### src/nv_access_pkg.sv
// constants and types for the non-volatile data memory access block
`default_nettype none
package nv_access_pkg;
    localparam int DEPTH = 128;
    localparam int ADDR_W = 7;
    localparam int DATA_W = 8;

    localparam logic [7:0] OFF_ADDR = 8'h00;
    localparam logic [7:0] OFF_DATA = 8'h04;
    localparam logic [7:0] OFF_INDIRECT_ACCESS_REG1 = 8'h08;
    localparam logic [7:0] OFF_P1L = 8'h0C;
    localparam logic [7:0] OFF_P1H = 8'h10;
    localparam logic [7:0] OFF_INTC = 8'h14;

    localparam logic [7:0] CTRL_SECTOR = 8'h01;
    localparam logic [7:0] CTRL_LOC = 8'h40;

    localparam int WRITE_ENABLE_BIT_BIT = 3;
    localparam int WR_BIT = 2;
    localparam int READ_ENABLE_BIT_BIT = 1;
    localparam int RD_BIT = 0;
    localparam int GIE_BIT = 0;
    localparam int IE_BIT = 1;
    localparam int IF_BIT = 2;

    localparam int RD_CYCLES = 4;
    localparam logic [2:0] RD_LAST = 3'(RD_CYCLES - 1);
    localparam int WR_TICKS_DEF = 64;

    localparam logic [7:0] RST_BYTE = 8'h00;
    localparam logic [6:0] RST_ADDR = 7'h00;
    localparam logic [2:0] RST_CNT = 3'h0;

    typedef struct packed {
        logic write_enable_bit;
        logic wr;
        logic read_enable_bit;
        logic rd;
    } ctrl_t;

    localparam ctrl_t CTRL_RST = ctrl_t'(4'h0);

    typedef enum logic [1:0] {
        ST_IDLE = 2'b00,
        ST_READ = 2'b01,
        ST_WRITE = 2'b10
    } state_t;
endpackage : nv_access_pkg
`default_nettype wire

### src/eeprom_data_access_ctrl.sv
// byte access controller for the 128-byte non-volatile data memory
`timescale 1ns/1ns
`default_nettype none
// Behaviour
// - 128 bytes, 7-bit address, one byte each
// - control bits 3..0 as listed, upper zero
// - read starts on trigger with enable high
// - read trigger ignored while read enable low
// - read end clears trigger, data valid
// - data register holds until next operation
// - write trigger ignored while write enable low
// - write timed by asynchronous sub clock timer
// - write end clears write trigger
// - reset clears write enable
// - reset zeroes pointer high, hiding control
// - write end sets flag, even with enable low
// - vector request needs both enables, stack free
// - servicing interrupt clears flag
// - sleep input aborts pending operation
module eeprom_data_access_ctrl
    import nv_access_pkg::*;
#(
    parameter int WR_TICKS = WR_TICKS_DEF
) (
    input wire logic clk_i,
    input wire logic rst_i,
    input wire logic wb_cyc_i,
    input wire logic wb_stb_i,
    input wire logic wb_we_i,
    input wire logic [7:0] wb_adr_i,
    input wire logic [31:0] wb_dat_i,
    input wire logic [3:0] wb_sel_i,
    output logic [31:0] wb_dat_o,
    output logic wb_ack_o,
    input wire logic sub_clk_i,
    input wire logic sleep_i,
    input wire logic stack_full_i,
    input wire logic int_ack_i,
    output logic int_req_o,
    output logic busy_o
);
    logic [DATA_W-1:0] mem [DEPTH];
    logic [ADDR_W-1:0] nv_address_reg;
    logic [DATA_W-1:0] nv_data_reg;
    ctrl_t nv_control_reg;
    logic [7:0] pointer1_low;
    logic [7:0] pointer1_high;
    logic global_int_enable;
    logic nv_int_enable;
    logic nv_int_flag;
    state_t state;
    state_t next_state;
    logic [2:0] rd_cnt;
    logic wb_ack;
    logic [31:0] rd_word;
    logic wr_done;

    // bus decode; writes land on the edge that also sees ack
    wire wb_req = wb_cyc_i & wb_stb_i & ~wb_ack;
    wire wb_wr = wb_cyc_i & wb_stb_i & wb_we_i & wb_ack & wb_sel_i[0];
    wire [7:0] wdat = wb_dat_i[7:0];
    wire sel_addr = wb_adr_i == OFF_ADDR;
    wire sel_data = wb_adr_i == OFF_DATA;
    wire sel_iar = wb_adr_i == OFF_INDIRECT_ACCESS_REG1;
    wire sel_p1l = wb_adr_i == OFF_P1L;
    wire sel_p1h = wb_adr_i == OFF_P1H;
    wire sel_intc = wb_adr_i == OFF_INTC;
    wire idle = state == ST_IDLE;
    wire wr_busy = state == ST_WRITE;

    // control register is only visible through pointer 01H:40H
    wire ctrl_window = pointer1_high == CTRL_SECTOR && pointer1_low == CTRL_LOC;
    wire wr_ctrl = wb_wr & sel_iar & ctrl_window & ~wr_busy;

    // triggers need their enable already high; setting both in one
    // write therefore starts nothing
    wire start_wr = wr_ctrl & wdat[WR_BIT] & nv_control_reg.write_enable_bit & idle;
    wire start_rd = wr_ctrl & wdat[RD_BIT] & nv_control_reg.read_enable_bit & idle & ~start_wr;
    wire rd_done = state == ST_READ && rd_cnt == RD_LAST;
    wire abort = sleep_i & ~idle;
    wire rd_ok = rd_done & ~sleep_i;
    wire wr_ok = wr_done & wr_busy & ~sleep_i;
    wire [DATA_W-1:0] rd_byte = mem[nv_address_reg];

    wire flag_set = wr_ok;
    wire flag_sw_clr = wb_wr & sel_intc & ~wdat[IF_BIT];
    wire flag_clr = int_ack_i | flag_sw_clr;

    wire [7:0] ctrl_byte = {4'h0, nv_control_reg};
    wire [7:0] iar_byte = ctrl_window ? ctrl_byte : RST_BYTE;
    wire [7:0] intc_byte = {5'h00, nv_int_flag, nv_int_enable, global_int_enable};
    wire [7:0] rd_sel = sel_addr ? {1'b0, nv_address_reg} :
                        sel_data ? nv_data_reg :
                        sel_iar ? iar_byte :
                        sel_p1l ? pointer1_low :
                        sel_p1h ? pointer1_high :
                        sel_intc ? intc_byte : RST_BYTE;

    always_comb begin
        next_state = state;
        unique case (state)
            ST_IDLE: begin
                if (start_wr) begin
                    next_state = ST_WRITE;
                end else if (start_rd) begin
                    next_state = ST_READ;
                end
            end
            ST_READ: begin
                if (rd_done || sleep_i) begin
                    next_state = ST_IDLE;
                end
            end
            ST_WRITE: begin
                if (wr_done || sleep_i) begin
                    next_state = ST_IDLE;
                end
            end
            default: begin
                next_state = ST_IDLE;
            end
        endcase
    end

    always_ff @(posedge clk_i) begin
        if (rst_i) begin
            state <= ST_IDLE;
            rd_cnt <= RST_CNT;
        end else begin
            state <= next_state;
            rd_cnt <= (state == ST_READ) ? rd_cnt + 3'h1 : RST_CNT;
        end
    end

    // write duration comes from the sub clock, not from clk_i
    nv_write_timer #(
        .TICKS(WR_TICKS)
    ) u_timer (
        .clk_i(clk_i),
        .rst_i(rst_i),
        .sub_clk_i(sub_clk_i),
        .start_i(start_wr),
        .abort_i(abort),
        .done_o(wr_done)
    );

    always_ff @(posedge clk_i) begin
        if (rst_i) begin
            wb_ack <= 1'b0;
            rd_word <= 32'h0000_0000;
        end else begin
            wb_ack <= wb_req;
            if (wb_req && !wb_we_i) begin
                rd_word <= {24'h00_0000, rd_sel};
            end
        end
    end

    // address and data are frozen while a write runs, guarding
    // against software that ignores the wait
    always_ff @(posedge clk_i) begin
        if (rst_i) begin
            nv_address_reg <= RST_ADDR;
            nv_data_reg <= RST_BYTE;
            pointer1_low <= RST_BYTE;
            pointer1_high <= RST_BYTE;
        end else begin
            if (wb_wr && sel_addr && idle) begin
                nv_address_reg <= wdat[ADDR_W-1:0];
            end
            if (rd_ok) begin
                nv_data_reg <= rd_byte;
            end else if (wb_wr && sel_data && idle) begin
                nv_data_reg <= wdat;
            end
            if (wb_wr && sel_p1l) begin
                pointer1_low <= wdat;
            end
            if (wb_wr && sel_p1h) begin
                pointer1_high <= wdat;
            end
        end
    end

    always_ff @(posedge clk_i) begin
        if (wr_ok) begin
            mem[nv_address_reg] <= nv_data_reg;
        end
    end

    // software cannot clear a running trigger; only completion or a sleep abort does
    always_ff @(posedge clk_i) begin
        if (rst_i) begin
            nv_control_reg <= CTRL_RST;
        end else begin
            if (wr_ctrl) begin
                nv_control_reg.write_enable_bit <= wdat[WRITE_ENABLE_BIT_BIT];
                nv_control_reg.read_enable_bit <= wdat[READ_ENABLE_BIT_BIT];
            end
            if (start_wr) begin
                nv_control_reg.wr <= 1'b1;
            end else if (wr_done || abort) begin
                nv_control_reg.wr <= 1'b0;
            end
            if (start_rd) begin
                nv_control_reg.rd <= 1'b1;
            end else if (rd_done || abort) begin
                nv_control_reg.rd <= 1'b0;
            end
        end
    end

    always_ff @(posedge clk_i) begin
        if (rst_i) begin
            global_int_enable <= 1'b0;
            nv_int_enable <= 1'b0;
            nv_int_flag <= 1'b0;
        end else begin
            if (wb_wr && sel_intc) begin
                global_int_enable <= wdat[GIE_BIT];
                nv_int_enable <= wdat[IE_BIT];
            end
            if (flag_set) begin
                nv_int_flag <= 1'b1;
            end else if (flag_clr) begin
                nv_int_flag <= 1'b0;
            end
        end
    end

    assign int_req_o = nv_int_flag & nv_int_enable & global_int_enable & ~stack_full_i;
    assign wb_ack_o = wb_ack;
    assign wb_dat_o = rd_word;
    assign busy_o = ~idle;

    rd_held_a: assert property (@(posedge clk_i) disable iff (rst_i || sleep_i)
        start_rd |=> nv_control_reg.rd [*4] ##1 !nv_control_reg.rd)
        else $error("read trigger not held for the read length");

    rd_ignored_a: assert property (@(posedge clk_i) disable iff (rst_i)
        wr_ctrl && wdat[RD_BIT] && !nv_control_reg.read_enable_bit && !nv_control_reg.rd
        |=> !nv_control_reg.rd && state != ST_READ)
        else $error("read started without read enable");

    wr_ignored_a: assert property (@(posedge clk_i) disable iff (rst_i)
        wr_ctrl && wdat[WR_BIT] && !nv_control_reg.write_enable_bit && !nv_control_reg.wr
        |=> !nv_control_reg.wr && state != ST_WRITE)
        else $error("write started without write enable");

    rd_data_load_a: assert property (@(posedge clk_i) disable iff (rst_i)
        rd_ok |=> nv_data_reg == $past(rd_byte) && !nv_control_reg.rd)
        else $error("read data not loaded at read end");

    data_hold_a: assert property (@(posedge clk_i) disable iff (rst_i)
        !rd_ok && !(wb_wr && sel_data && idle) |=> $stable(nv_data_reg))
        else $error("data register changed without an operation");

    wr_timed_a: assert property (@(posedge clk_i) disable iff (rst_i || sleep_i)
        start_wr |=> nv_control_reg.wr [*3])
        else $error("write ended faster than the sub clock allows");

    wr_end_a: assert property (@(posedge clk_i) disable iff (rst_i)
        wr_ok |=> !nv_control_reg.wr && nv_int_flag && idle
        && mem[$past(nv_address_reg)] == $past(nv_data_reg))
        else $error("write end did not store, clear trigger and flag");

    int_gate_a: assert property (@(posedge clk_i) disable iff (rst_i)
        int_req_o |-> nv_int_flag && nv_int_enable && global_int_enable
        && !stack_full_i)
        else $error("interrupt request without its enables");

    flag_ack_a: assert property (@(posedge clk_i) disable iff (rst_i)
        int_ack_i && !flag_set |=> !nv_int_flag)
        else $error("serviced interrupt left its flag set");

    reset_state_a: assert property (@(posedge clk_i)
        $fell(rst_i) |-> !nv_control_reg.write_enable_bit && pointer1_high == RST_BYTE
        && !ctrl_window)
        else $error("reset left writes or the control sector open");

    sleep_abort_a: assert property (@(posedge clk_i) disable iff (rst_i)
        abort |=> idle && !nv_control_reg.rd && !nv_control_reg.wr
        && !nv_int_flag == !$past(nv_int_flag))
        else $error("sleep did not abort the pending operation");

    ack_pulse_a: assert property (@(posedge clk_i) disable iff (rst_i)
        wb_ack |=> !wb_ack)
        else $error("bus acknowledge held for more than a cycle");

    ack_answer_a: assert property (@(posedge clk_i) disable iff (rst_i)
        wb_req |=> wb_ack && wb_dat_o[31:8] == 24'h00_0000)
        else $error("bus request not answered in the next cycle");

    ack_cause_a: assert property (@(posedge clk_i) disable iff (rst_i)
        wb_ack |-> $past(wb_req))
        else $error("bus acknowledge without a request");

    rd_start_a: assert property (@(posedge clk_i) disable iff (rst_i)
        start_rd |=> nv_control_reg.rd && state == ST_READ && busy_o)
        else $error("read trigger with enable did not start a read");

    wr_start_a: assert property (@(posedge clk_i) disable iff (rst_i)
        start_wr |=> nv_control_reg.wr && state == ST_WRITE && busy_o)
        else $error("write trigger with enable did not start a write");

    ctrl_lock_a: assert property (@(posedge clk_i) disable iff (rst_i)
        wb_wr && sel_iar && !ctrl_window
        |=> $stable(nv_control_reg.write_enable_bit) && $stable(nv_control_reg.read_enable_bit))
        else $error("control bits changed outside the control window");

    regs_frozen_a: assert property (@(posedge clk_i) disable iff (rst_i)
        wr_busy |=> $stable(nv_address_reg) && $stable(nv_data_reg))
        else $error("address or data changed while a write ran");

    flag_src_a: assert property (@(posedge clk_i) disable iff (rst_i)
        $rose(nv_int_flag) |-> $past(wr_ok))
        else $error("interrupt flag rose without a write end");

    flag_hold_a: assert property (@(posedge clk_i) disable iff (rst_i)
        nv_int_flag && !flag_clr |=> nv_int_flag)
        else $error("interrupt flag dropped without a clear");

    // cycles spent in the running write; sub clock rises are at least
    // two cycles apart, so a write can never be shorter than its ticks
    logic [15:0] wr_len;
    always_ff @(posedge clk_i) begin
        if (rst_i || !wr_busy) begin
            wr_len <= 16'h0000;
        end else if (wr_len != 16'hFFFF) begin
            wr_len <= wr_len + 16'h0001;
        end
    end

    wr_length_a: assert property (@(posedge clk_i) disable iff (rst_i)
        wr_ok |-> wr_len >= 16'(WR_TICKS))
        else $error("write shorter than its sub clock ticks");
endmodule : eeprom_data_access_ctrl
`default_nettype wire

### src/nv_write_timer.sv
// write cycle timer counting edges of the low-speed subsidiary clock
`timescale 1ns/1ns
`default_nettype none
module nv_write_timer #(
    parameter int TICKS = 64
) (
    input wire logic clk_i,
    input wire logic rst_i,
    input wire logic sub_clk_i,
    input wire logic start_i,
    input wire logic abort_i,
    output logic done_o
);
    localparam int CW = $clog2(TICKS + 1);
    localparam logic [CW-1:0] CNT_ONE = CW'(1);
    localparam logic [CW-1:0] CNT_ZERO = CW'(0);

    logic sync1;
    logic sync2;
    logic sync3;
    logic [CW-1:0] cnt;
    logic done;
    wire sub_rise = sync2 & ~sync3;
    wire last_tick = sub_rise && (cnt == CNT_ONE);

    // sub clock is foreign to clk_i; sync1 feeds only sync2
    always_ff @(posedge clk_i) begin
        if (rst_i) begin
            sync1 <= 1'b0;
            sync2 <= 1'b0;
            sync3 <= 1'b0;
        end else begin
            sync1 <= sub_clk_i;
            sync2 <= sync1;
            sync3 <= sync2;
        end
    end

    always_ff @(posedge clk_i) begin
        if (rst_i || abort_i) begin
            cnt <= CNT_ZERO;
            done <= 1'b0;
        end else if (start_i) begin
            cnt <= CW'(TICKS);
            done <= 1'b0;
        end else begin
            done <= last_tick;
            if (sub_rise && cnt != CNT_ZERO) begin
                cnt <= cnt - CNT_ONE;
            end
        end
    end

    assign done_o = done;
endmodule : nv_write_timer
`default_nettype wire

### config.mk
export PLATFORM = sky130hd
export DESIGN_NAME = eeprom_data_access_ctrl
export DESIGN_NICKNAME = d
export VERILOG_FILES = /design/src/nv_access_pkg.sv /design/src/eeprom_data_access_ctrl.sv /design/src/nv_write_timer.sv
export SDC_FILE = /design/constraint.sdc
export NUM_CORES = 1
export LEC_CHECK = 0
export BUFFER_PORTS_ARGS = -buffer_cell sky130_fd_sc_hd__buf_4
export CORE_MARGIN = 2
export CORE_UTILIZATION = 40
export CTS_BUF_LIST = sky130_fd_sc_hd__clkbuf_8
export DETAILED_ROUTE_END_ITERATION = 8
export MAX_ROUTING_LAYER = met4
export PLACE_DENSITY = 0.65
export SLEW_MARGIN = 20
export SYNTH_ARGS = -nofsm -noshare
export SYNTH_HDL_FRONTEND = slang
export SYNTH_SLANG_ARGS = --single-unit
### constraint.sdc
create_clock -name clk_i -period 4 [get_ports clk_i]
set_clock_uncertainty 0.15 [all_clocks]
set_input_delay 1.2 -clock clk_i [delete_from_list [all_inputs] [get_ports clk_i]]
set_output_delay 1.2 -clock clk_i [all_outputs]
set_load 0.01 [all_outputs]
==> impl_metrics.tcl, run 1 <==
set metrics [dict create \
    min_period_ns 3.44 \
    overflow 0 \
    post_cts_resized 0 \
    run_status "finished, final reports clean" \
    synth-edff-count 1024 \
    rr_endpoint "nv_data_reg[5]" \
    cts.sinks 1094 \
    vias_per_cell 5.61 \
    largest_reg_flops 1024 \
    cp-end-kind "flip-flop" \
    wl_per_cell_um 24.6 \
    rsz0062_at_grt "false" \
    pre_cts_slack_ns 0.311 \
    ys_types 58 \
    cp-endpoint "nv_data_reg[5]" \
    ant_nets 0 \
    crit_arrival_ns 4.03 \
    grt_pass1_vias 23300 \
    path_max_fanout 32 \
    cts_setup_buffers 0 \
    postSynthCellCount 2346 \
    die_y_um 332 \
    syn_to_final_growth_pct 14.2 \
    p_leak_nw 14.0 \
    rows 120 \
    gp_congestion 0.920 \
    portBuffers 36 \
    cp-start-kind "flip-flop" \
    drc 0 \
    core_area_mm2 0.107 \
    synth.cell_area_mm2 0.0429 \
    fp.dieW_um 332 \
    clk-insertion-delay-late_ns 0.83 \
    ys_ff_latch 1094 \
    htree_levels 4 \
    mostFrequentLayoutCell "edfxtp_1" \
    crit_required_ns 4.59 \
    async_reset_ff_share_pct 0 \
    ys_seq_area_share_pct 74.9 \
    track_usage_pct 18.9 \
    synthTopCellsByArea "edfxtp_1 (72%), mux4_2 (9.7%), mux2i_1 (4.4%), dfxtp_1 (3.3%), nor2_1 (1.8%)" \
    top_register "mem" \
    hold-worst-slack_ns 0.284 \
    finalNetCount 2653 \
    ys.flop_type "edfxtp_1" \
    syn_area_per_cell_um2 18.3 \
    layout-drive-gt1-share_pct 23.5 \
    io_pins 88 \
    dp_hpwl_um 63400 \
    tightest_slew_ns 1.05 \
    cts_tree "done" \
    grt_pass1_wl_um 150000 \
    relSlewSlack_pct 30.1 \
    start_util_pct 40.2 \
    r2r.worst_path.cells 7 \
    setup_viol 0 \
    yosysWarnings 0 \
    setup_ws_ns 0.563 \
    root_buffer "clkbuf_8" \
    routed-via-count 23100 \
    drv_cap 0 \
    grt_max_degree 104 \
    drv_slew 0 \
    routed_wl_um 101000 \
    hold_viol 0 \
    timing.final.crit_share_pct 85.9 \
    crit_type "reg -> reg" \
    dr.pass1.iters 6 \
    p_per_area_mw_per_mm2 432 \
    initialDrtViolationCount 2469 \
    fmax_mhz 291 \
    peakVddDrop_mv 0.279 \
    clockBufferDepth 3 \
    clk_pin_slew_ns 0.07 \
    most-common-layout-cells "edfxtp_1 (1,024), nor2_1 (201), buf_4 (201)" \
    reg2reg_slack_ns 0.56 \
    grt_antenna_before_repair 2 \
    holdBufCountCts 0 \
    setup_tns_ns 0 \
    synth_top_cell_area_share_pct 71.6 \
    cts_buffers 169 \
    hold_class "reg -> reg" \
    yosys.area.top_type "edfxtp_1" \
    dieArea_mm2 0.110 \
]
logic make-up (layout without fill, tap and decap cells):
group	Yosys count	count (layout)	share of synthesized area, %
flip-flops	1094	1094	74.9
AND/OR/NAND/NOR	435	435	4.74
multiplexers	376	376	14.2
AO/OA/AOI/OAI	265	265	4.21
buffers and inverters	167	521	1.78
adder cells (fa/ha/maj)	4	4	0.117
XOR/XNOR	4	4	0.0816
other	1	25	0.00874
layer usage:
layer  wire (um)  share of wire (%)  track usage [%]
met1       41100                 41             24.6
met4        3750                3.7             7.68
met2       48400                 48             29.4
met5           0                  0                -
met3        8150                8.0             3.54
how the worst min path moves through the flow:
stage | startpoint | end | slack [ns] | depth (start not counted)
global route | rd_cnt[0] | rd_cnt[0] | 0.30 | 1
detailed placement | rd_cnt[0] | rd_cnt[0] | 0.28 | 1
CTS | rd_cnt[0] | rd_cnt[0] | 0.29 | 1
floorplan | rd_cnt[0] | rd_cnt[0] | 0.25 | 1
global placement | rd_cnt[0] | rd_cnt[0] | 0.27 | 1
finish | rd_cnt[0] | rd_cnt[0] | 0.28 | 1
power breakdown:
part / leakage, nW / switching (mW) / internal (mW)
registers: 8.42 / 0.00237 / 12.3
clock network: 1.80 / 4.29 / 4.47
logic: 3.76 / 0.0546 / 0.0300
final cells by class:
type	instances	area, um^2
clock inverters	120	727
well taps	1403	1760
flip-flops and latches	1094	32200
fillers	8866	57700
inverters	11	41.3
clock buffers	178	2450
multi-input cells	1108	10100
diodes	1	2.50
repair buffers	212	1750
cells in the mapped netlist, types with 2 or more instances:
cell	instances
a211oi_1	37
a21oi_1	22
a221oi_1	7
a22oi_1	36
a31oi_1	10
and2_1	6
and3_1	4
buf_1	21
buf_2	33
buf_4	24
clkbuf_1	77
dfxtp_1	70
edfxtp_1	1024
ha_1	4
inv_1	10
mux2i_1	190
mux4_2	185
nand2_1	66
nand2b_1	3
nand3_1	29
nand3b_1	10
nand4_1	12
nor2_1	201
nor2b_1	21
nor3_1	48
nor3b_1	3
nor4_1	5
nor4b_1	2
o211a_1	8
o21ai_0	30
o221ai_1	17
o22ai_1	81
o31ai_1	9
or2_2	5
or3_1	4
or3b_2	6
or4_1	2
or4_4	2
xnor2_1	2
xor2_1	2
through the flow:
step | area (um^2) | std cells | power (mW) | util [%]
2_1_floorplan | 43000 | 2369 | 12.6 | -
3_3_place_gp | 45800 | 3825 | 12.6 | 42.9
3_5_place_dp | 45800 | 3825 | 12.6 | 42.9
4_1_cts | 48900 | 4123 | 21.3 | 45.8
5_1_grt | 49000 | 4127 | 21.8 | 45.9
6_report | 49000 | 4127 | 21.2 | 45.9
critical path: stages (launching register included):
cell	delay, ns
dfxtp_4	0.89
buf_4	0.58
mux2i_1	0.16
o221ai_1	0.40
nor3_1	0.10
nor3_1	0.41
nand4_1	0.30
o31ai_1	0.31
(Power assumes the default switching activity.)
==> inputs of run 2 (changes only) <==
--- a/constraint.sdc
+++ b/constraint.sdc
@@ -4,2 +4,2 @@
 set_output_delay 1.2 -clock clk_i [all_outputs]
-set_load 0.01 [all_outputs]
+set_load 0.1 [all_outputs]
==> run 2 against run 1 <==
Against the previous run:
- count of clock-buffer cells in the layout is 2 lower
- largest power group unchanged
- largest cell class unchanged
- final area about the same
- critical path type is now reg -> out
- worst hold slack lost 0.012 ns
==> impl_metrics.tcl, run 2 (synthesized netlist as in run 1, its figures left out) <==
set metrics [dict create \
    routed_wl_um 102000 \
    fillCellCount 8958 \
    syn_to_final_growth_pct 14.1 \
    hold_class "reg -> reg" \
    portBuffers 36 \
    overflow 0 \
    fp.dieW_um 332 \
    finalNetCount 2656 \
    hold-worst-slack_ns 0.272 \
    wl_per_cell_um 24.6 \
    dp_hpwl_um 63800 \
    seqPwrFrac_pct 58.1 \
    initialDrtViolationCount 2539 \
    peakVddDrop_mv 0.338 \
    combPwrFrac_pct 0.9 \
    die_y_um 332 \
    clkPwrFrac_pct 41.0 \
    layout-drive-gt1-share_pct 23.4 \
    crit_type "reg -> out" \
    clk_pin_slew_ns 0.06 \
    setup_viol 0 \
    fmax_mhz 290 \
    grt_antenna_before_repair 2 \
    cp-start-kind "flip-flop" \
    crit_path_top_delay_cell "dfxtp_1" \
    crit_required_ns 2.65 \
    rows 120 \
    htree_levels 4 \
    grt_pass1_wl_um 151000 \
    wl_met1_um 41700 \
    pre_cts_slack_ns 0.260 \
    dieArea_mm2 0.110 \
    top_layer_used "met4" \
    routed-via-count 23100 \
    placedInstanceArea_mm2 0.0458 \
    fin_area_mm2 0.0490 \
    drv_cap 0 \
    setup_tns_ns 0 \
    holdBufCountCts 0 \
    met3WireLength_um 7520 \
    register_area_mm2 0.0322 \
    largest_reg_flops 1024 \
    wl_met2_um 49000 \
    multi_input_area_mm2 0.0101 \
    dr.pass1.iters 6 \
    ant_nets 0 \
    most-common-layout-cells "edfxtp_1 (1,024), buf_4 (206), nor2_1 (201)" \
    core_area_mm2 0.107 \
    drv_slew 0 \
    relSlewSlack_pct 32.3 \
    timing.final.crit_share_pct 86.2 \
    tightest_slew_ns 1.01 \
    stdcell_count 4134 \
    p_leak_nw 14.0 \
    p_int_mw 16.7 \
    path_max_fanout 13 \
    p_per_area_mw_per_mm2 433 \
    crit_chain "nor2_1 -> inv_1 -> buf_4" \
    cp-end-kind "primary output" \
    top_register "mem" \
    track_usage_pct 19.0 \
    cp.buffers_inverters 2 \
    clockBufferDepth 3 \
    setup_ws_ns 0.554 \
    clk-insertion-delay-late_ns 0.84 \
    cts.sinks 1094 \
    rsz0062_at_grt "false" \
    grt_max_degree 96 \
    switching_share_pct 21.3 \
    grt_pass1_vias 23400 \
    crit_path_max_incr_delay_ns 0.62 \
    cts_buffers 169 \
    min_period_ns 3.45 \
    hold_viol 0 \
    cts_setup_buffers 0 \
    place_inst 3830 \
    mostFrequentLayoutCell "edfxtp_1" \
    cts_tree "done" \
    vias_per_cell 5.60 \
    io_pins 88 \
    crit_arrival_ns 2.10 \
    gp_congestion 0.916 \
    post_cts_resized 0 \
    root_buffer "clkbuf_8" \
    start_util_pct 40.2 \
    drc 0 \
    switchingPower_mw 4.53 \
    run_status "finished, final reports clean" \
    critPathTopFamily "flip-flops" \
]
-- run 2: cell count changes in the layout (fill, tap and decap cells not counted), moves of 3 or more --
cell | previous run | this run
inv_1 | 58 | 54
clkinv_1 | 40 | 51
clkinv_8 | 7 | 4
inv_12 | 0 | 6
buf_4 | 201 | 206
-- run 2: area by class of cell --
| cell class | instances | area share (%) |
|---|---|---|
| Sequential cell | 1094 | 65.7 |
| Multi-Input combinational cell | 1108 | 20.6 |
| Clock buffer | 176 | 4.95 |
| Tap cell | 1403 | 3.58 |
| Timing Repair Buffer | 215 | 3.54 |
| Clock inverter | 126 | 1.48 |
| Inverter | 11 | 0.0843 |
| Antenna cell | 1 | 0.00511 |
-- run 2: power groups by stage --
stage	clock network (mW)	registers, mW	logic, mW
after floorplan	0	12.6	0.146
after global placement	0	12.6	0.192
after detailed placement	0	12.6	0.193
after CTS	8.87	12.3	0.194
after global routing	9.40	12.3	0.200
final	8.70	12.3	0.195
-- run 2: layer usage --
layer / vias up / GRT usage (%)
met3: 211 / 3.34
met5: - / -
li1: 9993 / -
met2: 1001 / 29.6
met4: 0 / 6.97
met1: 11900 / 25.1
-- run 2: path summary, 6_finish.rpt --
path                                 from        endpoint  slack (ns)  cells past startpoint
worst max register to register  flip-flop  nv_data_reg[0]        0.58                      7
worst max-delay path             state[1]          busy_o        0.55                      3
worst min register to register  rd_cnt[0]       rd_cnt[0]        0.27                      1
worst min-delay path            rd_cnt[0]       rd_cnt[0]        0.27                      1
-- run 2: through the flow --
step                      total power, mW  util, %
after floorplan                      12.7        -
after global placement               12.8     42.9
after detailed placement             12.8     42.9
after CTS                            21.4     45.9
after global routing                 21.9     45.9
final                                21.2     45.9
-- run 2: worst register-to-register path, stage by stage, from the launching register on --
cell	delay (ns)
dfxtp_4	0.84
buf_4	0.60
mux2i_1	0.17
o221ai_1	0.40
nor3_1	0.14
nor3_1	0.37
nand4_1	0.32
o31ai_1	0.33
